File: src/core/otps_defs.svh
// Purpose: Constants for the output test pulse sequencer
// Assumes: core_clk at 40 MHz; logic tick marks one internal logic cycle
// Notes:   Long cycle counts are also top-level parameters
`ifndef OTPS_DEFS_SVH
`define OTPS_DEFS_SVH
// ==========================================================
// Timing
`define OTPS_CLK_MHZ 40
`define OTPS_BASE_PULSE_US 400
`define OTPS_MIN_LOW_US 200
`define OTPS_BASE_PULSE_CYC (`OTPS_BASE_PULSE_US * `OTPS_CLK_MHZ)
`define OTPS_MIN_LOW_CYC (`OTPS_MIN_LOW_US * `OTPS_CLK_MHZ)
// ==========================================================
// Schedule figures, in logic cycles; the interval scales them to quarters (1.25 = 5/4)
`define OTPS_FEEDBACK_CYCLES 4
`define OTPS_DIAG_CYCLES 4
`define OTPS_OUTPUTS 4
`define OTPS_OUT_MODULES 6
`define OTPS_RELAY_CYCLES 100
`define OTPS_IN_MODULES 10
`define OTPS_SCALE_Q 5
`define OTPS_QUARTERS 4
// ==========================================================
// Defaults and error counter
`define OTPS_FACTOR_DEFAULT 4'h2
`define OTPS_ERR_WEIGHT 8'h04
`define OTPS_ERR_THRESHOLD 8'h10
`endif

File: src/core/otps_pkg.sv
// Purpose: Types shared by the output test pulse sequencer
// Assumes: Nothing beyond the constants header
// Notes:   Step index: bit 0 set means module switch test
package otps_pkg;
  typedef enum logic [1:0] {
    SEQ_IDLE,
    SEQ_PULSE,
    SEQ_GAP
  } otps_state_t;
  typedef logic [2:0] otps_step_t;
endpackage

File: src/core/otps_pulse_timer.sv
// Purpose: One-shot timer that holds busy for a loaded number of cycles
// Assumes: start is only raised while not busy
// Notes:   done marks the last busy cycle
module otps_pulse_timer #(
  parameter int WIDTH = 20
) (
  // Clock and reset
  input wire logic core_clk,
  input wire logic arst_n,
  // Control
  input wire logic start,
  input wire logic [WIDTH-1:0] lenCycles,
  // Status
  output logic busy,
  output logic done
);
  logic [WIDTH-1:0] cnt_reg;
  logic [WIDTH-1:0] cnt_next;

  // Load on start, count down to zero
  always_comb begin
    cnt_next = cnt_reg;
    if (start) begin
      cnt_next = lenCycles;
    end else if (cnt_reg != '0) begin
      cnt_next = cnt_reg - WIDTH'(1);
    end
  end

  always_ff @(posedge core_clk or negedge arst_n) begin
    if (!arst_n) begin
      cnt_reg <= '0;
    end else begin
      cnt_reg <= cnt_next;
    end
  end

  assign busy = (cnt_reg != '0);
  assign done = (cnt_reg == WIDTH'(1));
endmodule

File: src/core/otps_sequencer.sv
// Purpose: Test pulse scheduler for a group of four safe outputs
// Assumes: logicTick is one pulse per internal logic cycle
// Notes:   Diagnostic verdicts come from the readback logic outside
`include "otps_defs.svh"
module otps_sequencer #(
  parameter int BASE_PULSE_CYC = `OTPS_BASE_PULSE_CYC,
  parameter int MIN_LOW_CYC = `OTPS_MIN_LOW_CYC,
  parameter int LEN_W = 20
) (
  // Clock and reset
  input wire logic core_clk,
  input wire logic arst_n,
  // Configuration
  input wire logic configLoad,
  input wire logic factorWrite,
  input wire logic [3:0] pulseLengthFactor,
  input wire logic [7:0] diagRepeatModulo,
  input wire logic pulseTestEnable,
  input wire logic inputClockMode,
  // Timing and application
  input wire logic logicTick,
  input wire logic [3:0] outRequest,
  // Diagnostic verdicts
  input wire logic diagDone,
  input wire logic diagFail,
  input wire logic violationEvent,
  input wire logic memTestFail,
  // Outputs and status
  output logic [3:0] outDrive,
  output logic [3:0] factorOut,
  output otps_pkg::otps_step_t testStep,
  output logic testActive,
  output logic switchOff,
  output logic [7:0] errorCount,
  output logic [15:0] violationCount
);
  import otps_pkg::*;

  // ==========================================================
  // Declarations
  otps_state_t state_reg, state_next;
  otps_step_t step_reg, step_next;
  logic [3:0] factor_reg, factor_next;
  logic [19:0] gapQ_reg, gapQ_next;
  logic [7:0] err_reg, err_next;
  logic off_reg, off_next;
  logic [15:0] viol_reg, viol_next;
  logic [3:0] drive_reg, drive_next;
  logic startPulse, timerBusy, timerDone;
  logic [LEN_W-1:0] pulseLen;
  logic [LEN_W-1:0] factorProd;
  logic [19:0] modQ, intervalQ;
  logic [3:0] pulseMask;

  // ==========================================================
  // Pulse length: factor times base, never below the low floor
  assign factorProd = LEN_W'(factor_reg) * LEN_W'(BASE_PULSE_CYC);
  assign pulseLen = (factorProd < LEN_W'(MIN_LOW_CYC)) ?
                    LEN_W'(MIN_LOW_CYC) : factorProd;

  otps_pulse_timer #(.WIDTH(LEN_W)) u_timer (
    .core_clk(core_clk),
    .arst_n(arst_n),
    .start(startPulse),
    .lenCycles(pulseLen),
    .busy(timerBusy),
    .done(timerDone)
  );

  // ==========================================================
  // Interval b in quarter logic cycles, so 1.25 stays exact
  assign modQ = 20'((`OTPS_FEEDBACK_CYCLES + `OTPS_DIAG_CYCLES *
                (diagRepeatModulo + 9'h001)) * `OTPS_SCALE_Q *
                `OTPS_OUTPUTS);
  assign intervalQ = 20'(`OTPS_OUT_MODULES * modQ +
                     `OTPS_RELAY_CYCLES * `OTPS_SCALE_Q +
                     `OTPS_IN_MODULES * `OTPS_SCALE_Q);

  // ==========================================================
  // Factor register: defaults load wins over a software write
  always_comb begin
    factor_next = factor_reg;
    if (configLoad) begin
      factor_next = `OTPS_FACTOR_DEFAULT;
    end else if (factorWrite) begin
      factor_next = pulseLengthFactor;
    end
  end

  // ==========================================================
  // Schedule: pulse, then wait b, then next step
  always_comb begin
    state_next = state_reg;
    step_next = step_reg;
    gapQ_next = gapQ_reg;
    startPulse = 1'b0;
    unique case (state_reg)
      SEQ_IDLE: begin
        if (pulseTestEnable) begin
          startPulse = 1'b1;
          state_next = SEQ_PULSE;
        end
      end
      SEQ_PULSE: begin
        if (timerDone) begin
          gapQ_next = '0;
          state_next = SEQ_GAP;
        end
      end
      SEQ_GAP: begin
        if (!pulseTestEnable) begin
          state_next = SEQ_IDLE;
        end else if (gapQ_reg >= intervalQ) begin
          if (inputClockMode) begin
            step_next = {step_reg[2:1] + 2'h1, 1'b0};
          end else begin
            step_next = step_reg + 3'h1;
          end
          startPulse = 1'b1;
          state_next = SEQ_PULSE;
        end else if (logicTick) begin
          gapQ_next = gapQ_reg + 20'(`OTPS_QUARTERS);
        end
      end
      default: begin
        state_next = SEQ_IDLE;
      end
    endcase
  end

  // Which outputs the running pulse pulls low
  always_comb begin
    pulseMask = 4'h0;
    if (timerBusy) begin
      if (step_reg[0] && !inputClockMode) begin
        pulseMask = 4'hF;
      end else begin
        pulseMask = 4'h1 << step_reg[2:1];
      end
    end
  end

  // Output drive; with pulseTestEnable set, input-clock mode holds all outputs on between pulses
  always_comb begin
    if (off_reg) begin
      drive_next = 4'h0;
    end else if (inputClockMode && pulseTestEnable) begin
      drive_next = ~pulseMask;
    end else begin
      drive_next = outRequest & ~pulseMask;
    end
  end

  // ==========================================================
  // Weighted error counter; a trip stays until reset
  always_comb begin
    err_next = err_reg;
    off_next = off_reg;
    viol_next = viol_reg;
    if (diagDone && diagFail) begin
      err_next = (err_reg > 8'hFF - `OTPS_ERR_WEIGHT) ? 8'hFF :
                 err_reg + `OTPS_ERR_WEIGHT;
    end else if (diagDone && err_reg != 8'h00) begin
      err_next = err_reg - 8'h01;
    end
    if (err_reg >= `OTPS_ERR_THRESHOLD || memTestFail) begin
      off_next = 1'b1;
    end
    if (violationEvent && viol_reg != 16'hFFFF) begin
      viol_next = viol_reg + 16'h0001;
    end
  end

  // Registers; factor resets to the configuration default
  always_ff @(posedge core_clk or negedge arst_n) begin
    if (!arst_n) begin
      state_reg <= SEQ_IDLE;
      step_reg <= 3'h0;
      gapQ_reg <= 20'h00000;
      factor_reg <= `OTPS_FACTOR_DEFAULT;
      err_reg <= 8'h00;
      off_reg <= 1'b0;
      viol_reg <= 16'h0000;
      drive_reg <= 4'h0;
    end else begin
      state_reg <= state_next;
      step_reg <= step_next;
      gapQ_reg <= gapQ_next;
      factor_reg <= factor_next;
      err_reg <= err_next;
      off_reg <= off_next;
      viol_reg <= viol_next;
      drive_reg <= drive_next;
    end
  end

  assign outDrive = drive_reg;
  assign factorOut = factor_reg;
  assign testStep = step_reg;
  assign testActive = timerBusy;
  assign switchOff = off_reg;
  assign errorCount = err_reg;
  assign violationCount = viol_reg;

  // ==========================================================
  // Checks; pulseAge counts cycles of the running pulse
  logic [LEN_W-1:0] pulseAge;
  always_ff @(posedge core_clk or negedge arst_n) begin
    if (!arst_n) begin
      pulseAge <= '0;
    end else begin
      pulseAge <= timerBusy ? pulseAge + LEN_W'(1) : '0;
    end
  end
endmodule

File: config.mk
export PLATFORM = sky130hd
export DESIGN_NAME = otps_sequencer
export DESIGN_NICKNAME = d
export VERILOG_FILES = /design/src/core/otps_pkg.sv /design/src/core/otps_pulse_timer.sv /design/src/core/otps_sequencer.sv
export VERILOG_INCLUDE_DIRS = /design/src /design/src/core
export SDC_FILE = /design/constraint.sdc
export NUM_CORES = 1
export LEC_CHECK = 0
export BUFFER_PORTS_ARGS = -buffer_cell sky130_fd_sc_hd__clkbuf_2
export CAP_MARGIN = 40
export CELL_PAD_IN_SITES_DETAIL_PLACEMENT = 1
export CELL_PAD_IN_SITES_GLOBAL_PLACEMENT = 2
export CORE_MARGIN = 3
export CORE_UTILIZATION = 40
export DETAILED_ROUTE_END_ITERATION = 8
export PLACE_DENSITY_LB_ADDON = 0.2
export SYNTH_ARGS = -nofsm -noshare
export SYNTH_HDL_FRONTEND = slang
export SYNTH_SLANG_ARGS = --single-unit
File: constraint.sdc
create_clock -name core_clk -period 7 [get_ports core_clk]
set_input_delay 1.4 -clock core_clk [delete_from_list [all_inputs] [get_ports core_clk]]
set_output_delay 1.4 -clock core_clk [all_outputs]
set_load 0.005 [all_outputs]
After elaboration in Yosys (flattened, before gate mapping)
Index checks and enable logic that the tools add are counted.
- bits in registers: 78
- input port bits: 27
- output and inout bits: 37
- word-level logic and storage cells: 84
- add/sub/neg operators: 11
- multipliers: 3
- magnitude comparators: 4
- eq/ne operators: 10
- shift-type cells: 1
- muxes and demuxes: 27
- bitwise operators: 2
- reduce and logical (&&, ||, !) cells: 17
- operator list (operator ; number):
    20-bit two-way mux ; 6
    20-bit case mux with 2 select lines ; 1
    4-bit two-way mux ; 6
    8-bit two-way mux ; 3
    20-bit by 3-bit adder with 20-bit output, second input constant ; 1
    20-bit by 6-bit adder with 20-bit output, second input constant ; 1
    20-bit by 9-bit adder with 20-bit output, second input constant ; 1
    20-bit by 1-bit equality test with 1-bit output, second input constant ; 1
    20-bit >= comparator ; 1
    20-bit nonzero test ; 1
    20-bit by 1-bit subtractor with 20-bit output, second input constant ; 1
    18-bit by 13-bit < comparator with 1-bit output, second input constant ; 1
    18-bit two-way mux ; 1
    2-bit by 15-bit multiplier with 17-bit output, first input constant ; 1
    16-bit by 1-bit adder with 16-bit output, second input constant ; 1
    16-bit != test, second input constant ; 1
    12-bit by 3-bit multiplier with 15-bit output, second input constant ; 1
    3-bit by 11-bit adder with 12-bit output, first input constant ; 1
    4-bit by 7-bit multiplier with 11-bit output, second input constant ; 1
    2-bit != test, second input constant ; 5
    8-bit by 1-bit adder with 9-bit output, second input constant ; 1
    8-bit by 3-bit adder with 8-bit output, second input constant ; 1
    8-bit by 5-bit >= comparator with 1-bit output, second input constant ; 1
    8-bit greater-than comparator, second input constant ; 1
    other kinds (22) ; 35

Logic depth before layout (Yosys ltp)
Gate-level depths: netlist (run 1).
- depth in word-level cells: 11
- gate-level depth with buffers: 35
- mapped depth without buffers: 33

By module
A second synthesis (run 1) with hierarchy kept.
- cells, all modules: 788
- area total of the unflattened synthesis: 6937.9 µm²
- by module, submodules not included (module ; times used ; cells each ; area an instance (µm²)):
    otps_sequencer ; 1 ; 654 ; 5705.5
    otps_pulse_timer ; 1 ; 134 ; 1232.4

Worst setup path before layout (run 1)
No wires, ideal clock.
- path kind: input to register
- from: in diagRepeatModulo[0]
- to: reg u_timer.cnt_reg[10]
- setup time: 0.121 ns
- arrival time: 7.942 ns
- slack: -1.063 ns
- stages: 30
- buffers on the path: 2
- path through: clkbuf_1 > inv_1 > ha_1 > o31ai_1 > nand2_1 > o21ai_0 > xor2_1 > ha_1 > ha_1 > o21a_1 > a211o_1 > a211oi_1 > ha_1 > clkbuf_1 > o21ai_0 > a31o_2 > a211oi_1 > and3_1 > and2_1 > nand4_1 > xor2_1 > ha_1 > a21o_1 > a211o_1 > nor2_1 > nor2_1 > o21ai_2 > a211oi_1 > o41ai_1 > o22a_1
- word-level cells in the longest chain between the ends: 11
- RTL lines (item ; RTL line ; text):
    from (decl) ; otps_sequencer.sv:17 ; input wire logic [7:0] diagRepeatModulo,
    8-bit by 1-bit adder with 9-bit output (*) ; otps_sequencer.sv:73 ; (diagRepeatModulo + 9'h001)) * `OTPS_SCALE_Q *
    3-bit by 11-bit adder with 12-bit output (no source line) (*) ; - ;
    12-bit by 3-bit multiplier with 15-bit output (no source line) (*) ; - ;
    2-bit by 15-bit multiplier with 17-bit output (no source line) (*) ; - ;
    20-bit by 9-bit adder with 20-bit output (no source line) (*) ; - ;
    20-bit by 6-bit adder with 20-bit output (no source line) (*) ; - ;
    20-bit >= comparator (*) ; otps_sequencer.sv:113 ; end else if (gapQ_reg >= intervalQ) begin
    1-bit two-way mux (*) ; otps_sequencer.sv:113 ;
    1-bit two-way mux (*) ; otps_sequencer.sv:111 ; if (!pulseTestEnable) begin
    1-bit case mux with 2 select lines (*) ; otps_sequencer.sv:97 ; unique case (state_reg)
    20-bit two-way mux / 2-bit nonzero test (equally long branches) ; - ;
    to (signal assigned) ; otps_pulse_timer.sv:34 ; cnt_reg <= cnt_next;
    to (decl) ; otps_pulse_timer.sv:17 ; logic [WIDTH-1:0] cnt_reg;
Mark *: on every way between the ends. The rest lies on a longest branch, timed or not.
A chain may end at the register's enable or synchronous reset.

Worst setup path in the final report (run 1)
- from: in diagRepeatModulo[0]
- to: reg gapQ_reg[11]
- word-level cells in the longest chain between the ends: 9
- RTL lines (item ; RTL line ; text):
    8-bit by 1-bit adder with 9-bit output ; otps_sequencer.sv:73 ;
    3-bit by 11-bit adder with 12-bit output (no source line) ; - ;
    12-bit by 3-bit multiplier with 15-bit output (no source line) ; - ;
    2-bit by 15-bit multiplier with 17-bit output (no source line) ; - ;
    20-bit by 9-bit adder with 20-bit output (no source line) ; - ;
    20-bit by 6-bit adder with 20-bit output (no source line) ; - ;
    20-bit >= comparator ; otps_sequencer.sv:113 ;
    2-bit != test (no source line) ; - ;
    5-bit AND reduction (no source line) ; - ;
    to (signal assigned) ; otps_sequencer.sv:188 ; gapQ_reg <= gapQ_next;
    to (decl) ; otps_sequencer.sv:44 ; logic [19:0] gapQ_reg, gapQ_next;
No other way between the ends.

==> flow_metrics.env, run 1 <==
export IMPL_status="finished with violations"
export IMPL_violations="setup timing"
export IMPL_pre_cts_ws_ns=-0.920
export IMPL_htreeDepth=3
export IMPL_timing_rr_end="u_timer.cnt_reg[7]"
export IMPL_total_power_mw=3.05
export IMPL_dr_total_vias=6377
export IMPL_r2r_cells=13
export IMPL_power_density_mw_per_mm2=333
export IMPL_die_area_sq_mm=0.0179
export IMPL_fin_tns_setup_ns=-11.97
export IMPL_largest_reg_flops=20
export IMPL_p_leak_nw=4.24
export IMPL_hpwlAfterDp_um=14600
export IMPL_max_freq_mhz=135
export IMPL_crit_path_frequent_cell="ha_4"
export IMPL_rsz0062_at_grt="yes"
export IMPL_num_rows=46
export IMPL_start_util=0.411
export IMPL_via_per_inst=5.49
export IMPL_numCtsBuffers=9
export IMPL_ctsHoldBuffers=0
export IMPL_chipWidth_um=134
export IMPL_worstSetupEndpointType="flip-flop"
export IMPL_grt_pass1_wl_um=33200
export IMPL_post_route_min_period_ns=7.40
export IMPL_grt_usage=0.221
export IMPL_fin_skew_ns=0.0114
export IMPL_yosys_area_share_simple=0.211
export IMPL_totalWireLength_um=20300
export IMPL_synthArstFlopShare=1.00
export IMPL_area_growth_pct=39.8
export IMPL_fillerInstances=1857
export IMPL_worstSetupStartpoint="diagRepeatModulo[0]"
export IMPL_grt_overflow_total=0
export IMPL_hold_viol_final=0
export IMPL_synth_distinct_cells=66
export IMPL_cts_root_buffer="clkbuf_16"
export IMPL_synthMuxAreaShare=0.0155
export IMPL_r2r_setup_slack_ns=2.84
export IMPL_tightestPinTransition_ns=0.625
export IMPL_critPathLaunchType="input pin"
export IMPL_critPathKind="in -> reg"
export IMPL_hold_path_startpoint="violationCount[8]"
export IMPL_avgSynthCellArea_sq_um=8.74
export IMPL_crit_required_ns=7.26
export IMPL_drcViolationCount=0
export IMPL_hold_class="reg -> reg"
export IMPL_crit_path_max_incr_delay_ns=0.41
export IMPL_r2r_start="factorOut[2]"
export IMPL_hold_path_end="violationCount[8]"
export IMPL_io_buffers=63
export IMPL_synth_seq_cells=76
export IMPL_synth_xor_xnor_area_share=0.101
export IMPL_yosysWarningCount=0
export IMPL_core_area_sq_mm=0.0159
export IMPL_cts_tree="built"
export IMPL_synth_top_family_by_area="simple AND/OR/NAND/NOR gates"
export IMPL_antenna_found_initial=0
export IMPL_initialDrtViolationCount=244
export IMPL_synthFlopType="dfrtp_1"
export IMPL_cp_max_fo=7
export IMPL_routedWlPerCell_um=17.5
export IMPL_synth_area_sq_mm=0.00655
export IMPL_synthCells=749
export IMPL_finalMaxSlewViolations=0
export IMPL_cts_clk_slew_worst_paths_ns=0.06
export IMPL_grt_max_degree=40
export IMPL_maxCapViolations=0
export IMPL_ys_seq_area_frac=0.291
export IMPL_drive_above_1_share=0.332
export IMPL_final_nets=1051
export IMPL_worstPathArrival_ns=7.67
export IMPL_synth_compound_area_frac=0.174
export IMPL_synth_edf_count=0
export IMPL_synthAdderAreaFrac=0.168
export IMPL_grt_pass1_vias=6960
export IMPL_cts_buffer_depth=2
export IMPL_min_period_over_period=1.06
export IMPL_die_h_um=134
export IMPL_cpMaxStageDelayCell="or3_4"
export IMPL_setup_viol=43
export IMPL_drt_pass1_iterations=4
export IMPL_antenna_diode_count=0
export IMPL_hold_depth=1
export IMPL_cts_sinks=76
export IMPL_io_pins=64
export IMPL_fin_ws_ns=-0.404
export IMPL_clk_latency_ns=0.34
export IMPL_ir_drop_uv=155
export IMPL_gp_congestion=0.846
export IMPL_maxSlewHeadroom=0.580
export IMPL_antenna_left=0
## cells in the final DEF (no fill, tap or decap), drive strengths merged, types with 12 or more instances in the layout
| cell type | Yosys | final |
|---|---|---|
| nand3 | 34 | 34 |
| o21ai | 36 | 36 |
| clkbuf | 10 | 73 |
| xor2 | 33 | 33 |
| nor2 | 57 | 57 |
| or3 | 18 | 18 |
| ha | 75 | 75 |
| inv | 51 | 50 |
| o21a | 12 | 12 |
| nand2 | 53 | 53 |
| buf | 3 | 126 |
| a21o | 12 | 12 |
| dfrtp | 75 | 75 |
| and3 | 14 | 14 |
| xnor2 | 40 | 40 |
| nor3 | 37 | 37 |
| a21oi | 50 | 50 |
## synthesized netlist by cell type, types with 9 or more instances
library cell / instances / share of area
dfrtp_1: 75 / 0.29
ha_1: 75 / 0.14
nor2_1: 56 / 0.032
nand2_1: 53 / 0.030
inv_1: 51 / 0.029
a21oi_1: 49 / 0.037
xnor2_1: 40 / 0.054
nor3_1: 36 / 0.028
o21ai_0: 35 / 0.027
nand3_1: 34 / 0.026
xor2_1: 33 / 0.044
or3_1: 18 / 0.017
and3_1: 14 / 0.013
a21o_1: 12 / 0.014
o21a_1: 12 / 0.014
clkbuf_1: 10 / 0.0057
mux2i_1: 9 / 0.014
nand4_1: 9 / 0.0086
nor2b_1: 9 / 0.0086
## stage by stage
step,instance area (sq um),hold slack (ns),std cells,util
final,9150,0.499,1161,0.574
after global routing,9150,0.539,1161,0.574
after CTS,8760,0.505,1150,0.550
after detailed placement,8040,0.491,1117,0.504
after global placement,8020,0.481,1116,0.503
after floorplan,6780,0.481,753,-
## how the worst max path moves through the flow
stage / slack [ns] / cells past startpoint / end
2_1_floorplan: -0.31 / 31 / gapQ_reg[13]
6_report: -0.40 / 32 / gapQ_reg[11]
4_1_cts: -0.30 / 32 / gapQ_reg[11]
5_1_grt: -0.63 / 32 / gapQ_reg[11]
3_5_place_dp: -0.92 / 29 / gapQ_reg[11]
3_3_place_gp: -0.65 / 28 / gapQ_reg[18]
## logic make-up after synthesis
| group | Yosys count |
|---|---|
| compound gates | 172 |
| xor+xnor | 74 |
| fa+ha+maj | 83 |
| buf+inv | 64 |
| flops | 76 |
| mux | 10 |
| other cells | 1 |
| simple gates | 269 |
## cell type report
| type | instances | area, sq um | area share |
|---|---|---|---|
| inverters | 51 | 204 | 0.0223 |
| clock buffers | 11 | 243 | 0.0265 |
| well taps | 216 | 270 | 0.0295 |
| flip-flops and latches | 76 | 1900 | 0.208 |
| multi-input cells | 615 | 5110 | 0.559 |
| repair buffers | 188 | 1370 | 0.150 |
| clock inverters | 4 | 50.0 | 0.00547 |
## critical path, delay by kind of cell
family | cells | cell delay [ns]
adders and majority gates | 6 | 1.68
AOI/OAI and AO/OA | 12 | 2.22
and+or+nand+nor | 6 | 1.33
xor gates and xnor gates | 3 | 0.56
buffers and inverters | 5 | 0.45
## power by group
part	internal (mW)	switching, mW
Clock	0.283	0.180
Combinational	0.980	0.933
Sequential	0.537	0.136
Total	1.80	1.25
## layer usage
layer,share of wire,vias to the layer above,track usage
met5,0,-,0
met4,0.023,0,0.0554
met3,0.023,35,0.0281
met2,0.54,100,0.425
met1,0.41,3163,0.258
li1,-,3079,-
## repair_timing
action / 4_1_cts / 5_1_grt
setup buffers: 14 / 15
resized for setup: 54 / 66
endpoints found under the hold margin: 0 / 0
pin swaps: 33 / 38
setup endpoints to repair: 43 / 43
cloned: 4 / 0
No activity file was read; power rests on OpenSTA's default activity.
==> inputs of run 2 (changes only) <==
Settings changed: CORE_MARGIN 3 to 2.
==> run 2 against run 1 <==
Effect of this change:
- the flow still finishes with violations (setup timing)
- sequential power hardly changed
- global-route usage is 0.13 points lower
- sequential cell count unchanged
- non-clock buffer count shrank 10
- die area is 3.0% lower
- critical path type unchanged
- sequential share of layout area rose by 0.57 points
- fmax down 0.14%
- worst hold slack better by 0.0041 ns
- final area down 2.7%
- clock power increased by 1%
- count of clock-buffer cells in the layout fell by 1
==> flow_metrics.env, run 2 (synthesized netlist as in run 1, its figures left out) <==
export IMPL_hold_depth=1
export IMPL_cts_sinks=76
export IMPL_layout_common_cells="buf_4 (111), dfrtp_1 (75), ha_1 (65)"
export IMPL_setup_viol=43
export IMPL_start_util=0.411
export IMPL_maxCapViolations=0
export IMPL_num_rows=46
export IMPL_post_dp_cell_area_sq_mm=0.00806
export IMPL_critPathLaunchType="input pin"
export IMPL_power_density_mw_per_mm2=333
export IMPL_hpwlAfterDp_um=14400
export IMPL_die_area_sq_mm=0.0174
export IMPL_clk_latency_ns=0.33
export IMPL_min_period_over_period=1.06
export IMPL_hold_viol_final=0
export IMPL_r2r_start="factorOut[2]"
export IMPL_r2r_cells=13
export IMPL_timing_rr_end="u_timer.cnt_reg[7]"
export IMPL_grt_max_degree=40
export IMPL_drcViolationCount=0
export IMPL_final_nets=1040
export IMPL_critPathKind="in -> reg"
export IMPL_grt_pass1_wl_um=32300
export IMPL_drt_pass1_iterations=4
export IMPL_hold_class="reg -> reg"
export IMPL_via_per_inst=5.41
export IMPL_cts_buffer_depth=2
export IMPL_fin_ws_ns=-0.415
export IMPL_hold_path_startpoint="violationCount[5]"
export IMPL_cpMaxStageDelayCell="fa_2"
export IMPL_total_power_mw=2.96
export IMPL_p_leak_nw=4.16
export IMPL_drive_above_1_share=0.316
export IMPL_io_pins=64
export IMPL_status="finished with violations"
export IMPL_area_growth_pct=36.1
export IMPL_antenna_diode_count=0
export IMPL_htreeDepth=3
export IMPL_core_area_sq_mm=0.0159
export IMPL_cts_root_buffer="clkbuf_16"
export IMPL_maxSlewHeadroom=0.322
export IMPL_cp_max_fo=11
export IMPL_finalMaxSlewViolations=0
export IMPL_r2r_setup_slack_ns=2.84
export IMPL_routedWlPerCell_um=16.8
export IMPL_chipWidth_um=132
export IMPL_die_h_um=132
export IMPL_hold_path_end="violationCount[5]"
export IMPL_totalWireLength_um=19300
export IMPL_numCtsBuffers=9
export IMPL_io_buffers=63
export IMPL_largest_reg_flops=20
export IMPL_grt_pass1_vias=6792
export IMPL_cts_clk_slew_worst_paths_ns=0.06
export IMPL_antenna_left=0
export IMPL_crit_path_max_incr_delay_ns=0.53
export IMPL_rsz0062_at_grt="yes"
export IMPL_tightestPinTransition_ns=1.01
export IMPL_initialDrtViolationCount=172
export IMPL_layout_commonest_cell="buf_4"
export IMPL_ir_drop_uv=138
export IMPL_grt_overflow_total=0
export IMPL_violations="setup timing"
export IMPL_post_route_min_period_ns=7.41
export IMPL_fin_area_sq_mm=0.00891
export IMPL_cts_tree="built"
export IMPL_finalHoldWorstSlack_ns=0.503
export IMPL_max_freq_mhz=135
export IMPL_dr_total_vias=6227
export IMPL_crit_required_ns=7.25
export IMPL_crit_path_frequent_cell="ha_4"
export IMPL_grt_usage=0.220
export IMPL_antenna_found_initial=0
export IMPL_worstPathArrival_ns=7.66
export IMPL_worstSetupEndpointType="flip-flop"
export IMPL_fin_skew_ns=0.0100
export IMPL_gp_congestion=0.817
export IMPL_fillerInstances=1860
run 2: worst max-delay path: cells and delay by family:
family                     cells  cell delay (ns)
and+or+nand+nor                6             1.28
xor gates and xnor gates       2             0.28
buffers and inverters          6             0.54
adders and majority gates      6             1.67
AOI/OAI and AO/OA             12             2.48
run 2: routing by layer:
metal,global-route usage,wire [um]
met1,0.259,8120
met2,0.429,10700
met3,0.0200,299
met4,0.0447,237
met5,0,0
run 2: how the worst max path moves through the flow:
stage | from | endpoint | cells after the start
final | diagRepeatModulo[0] | gapQ_reg[15] | 32
after global routing | diagRepeatModulo[0] | u_timer.cnt_reg[10] | 34
after CTS | diagRepeatModulo[0] | gapQ_reg[12] | 33
after detailed placement | diagRepeatModulo[1] | gapQ_reg[12] | 28
after global placement | diagRepeatModulo[1] | gapQ_reg[18] | 28
after floorplan | diagRepeatModulo[0] | gapQ_reg[13] | 31
run 2: final cells by class:
cell class	instances	area (sq um)	area share
Clock buffer	10	239	0.0268
Clock inverter	6	63.8	0.00716
Inverter	51	204	0.0229
Multi-Input combinational cell	614	4970	0.558
Sequential cell	76	1900	0.214
Tap cell	216	270	0.0303
Timing Repair Buffer	178	1260	0.142
run 2: power by group:
group | switching, mW | total, mW | leakage (nW) | internal (mW)
sequential | 0.133 | 0.670 | 0.956 | 0.537
combinational | 0.888 | 1.82 | 3.06 | 0.935
clock | 0.184 | 0.469 | 0.144 | 0.285
total | 1.21 | 2.96 | 4.16 | 1.76
run 2: through the flow:
| step | std cells | setup WS (ns) | utilization | setup TNS, ns |
|---|---|---|---|---|
| final | 1151 | -0.415 | 0.559 | -12.55 |
| after CTS | 1148 | -0.358 | 0.549 | -10.14 |
| after global placement | 1118 | -0.623 | 0.504 | -21.41 |
| after detailed placement | 1119 | -0.975 | 0.505 | -34.25 |
| after global routing | 1151 | -0.715 | 0.559 | -25.35 |
| after floorplan | 753 | -0.314 | - | -6.59 |
run 2: repair_timing:
item,4_1_cts,5_1_grt
setup buffers,13,5
gates resized for setup,59,32
pin swaps,32,44
gates cloned,1,1
setup endpoints to repair,43,43
hold buffers,0,0
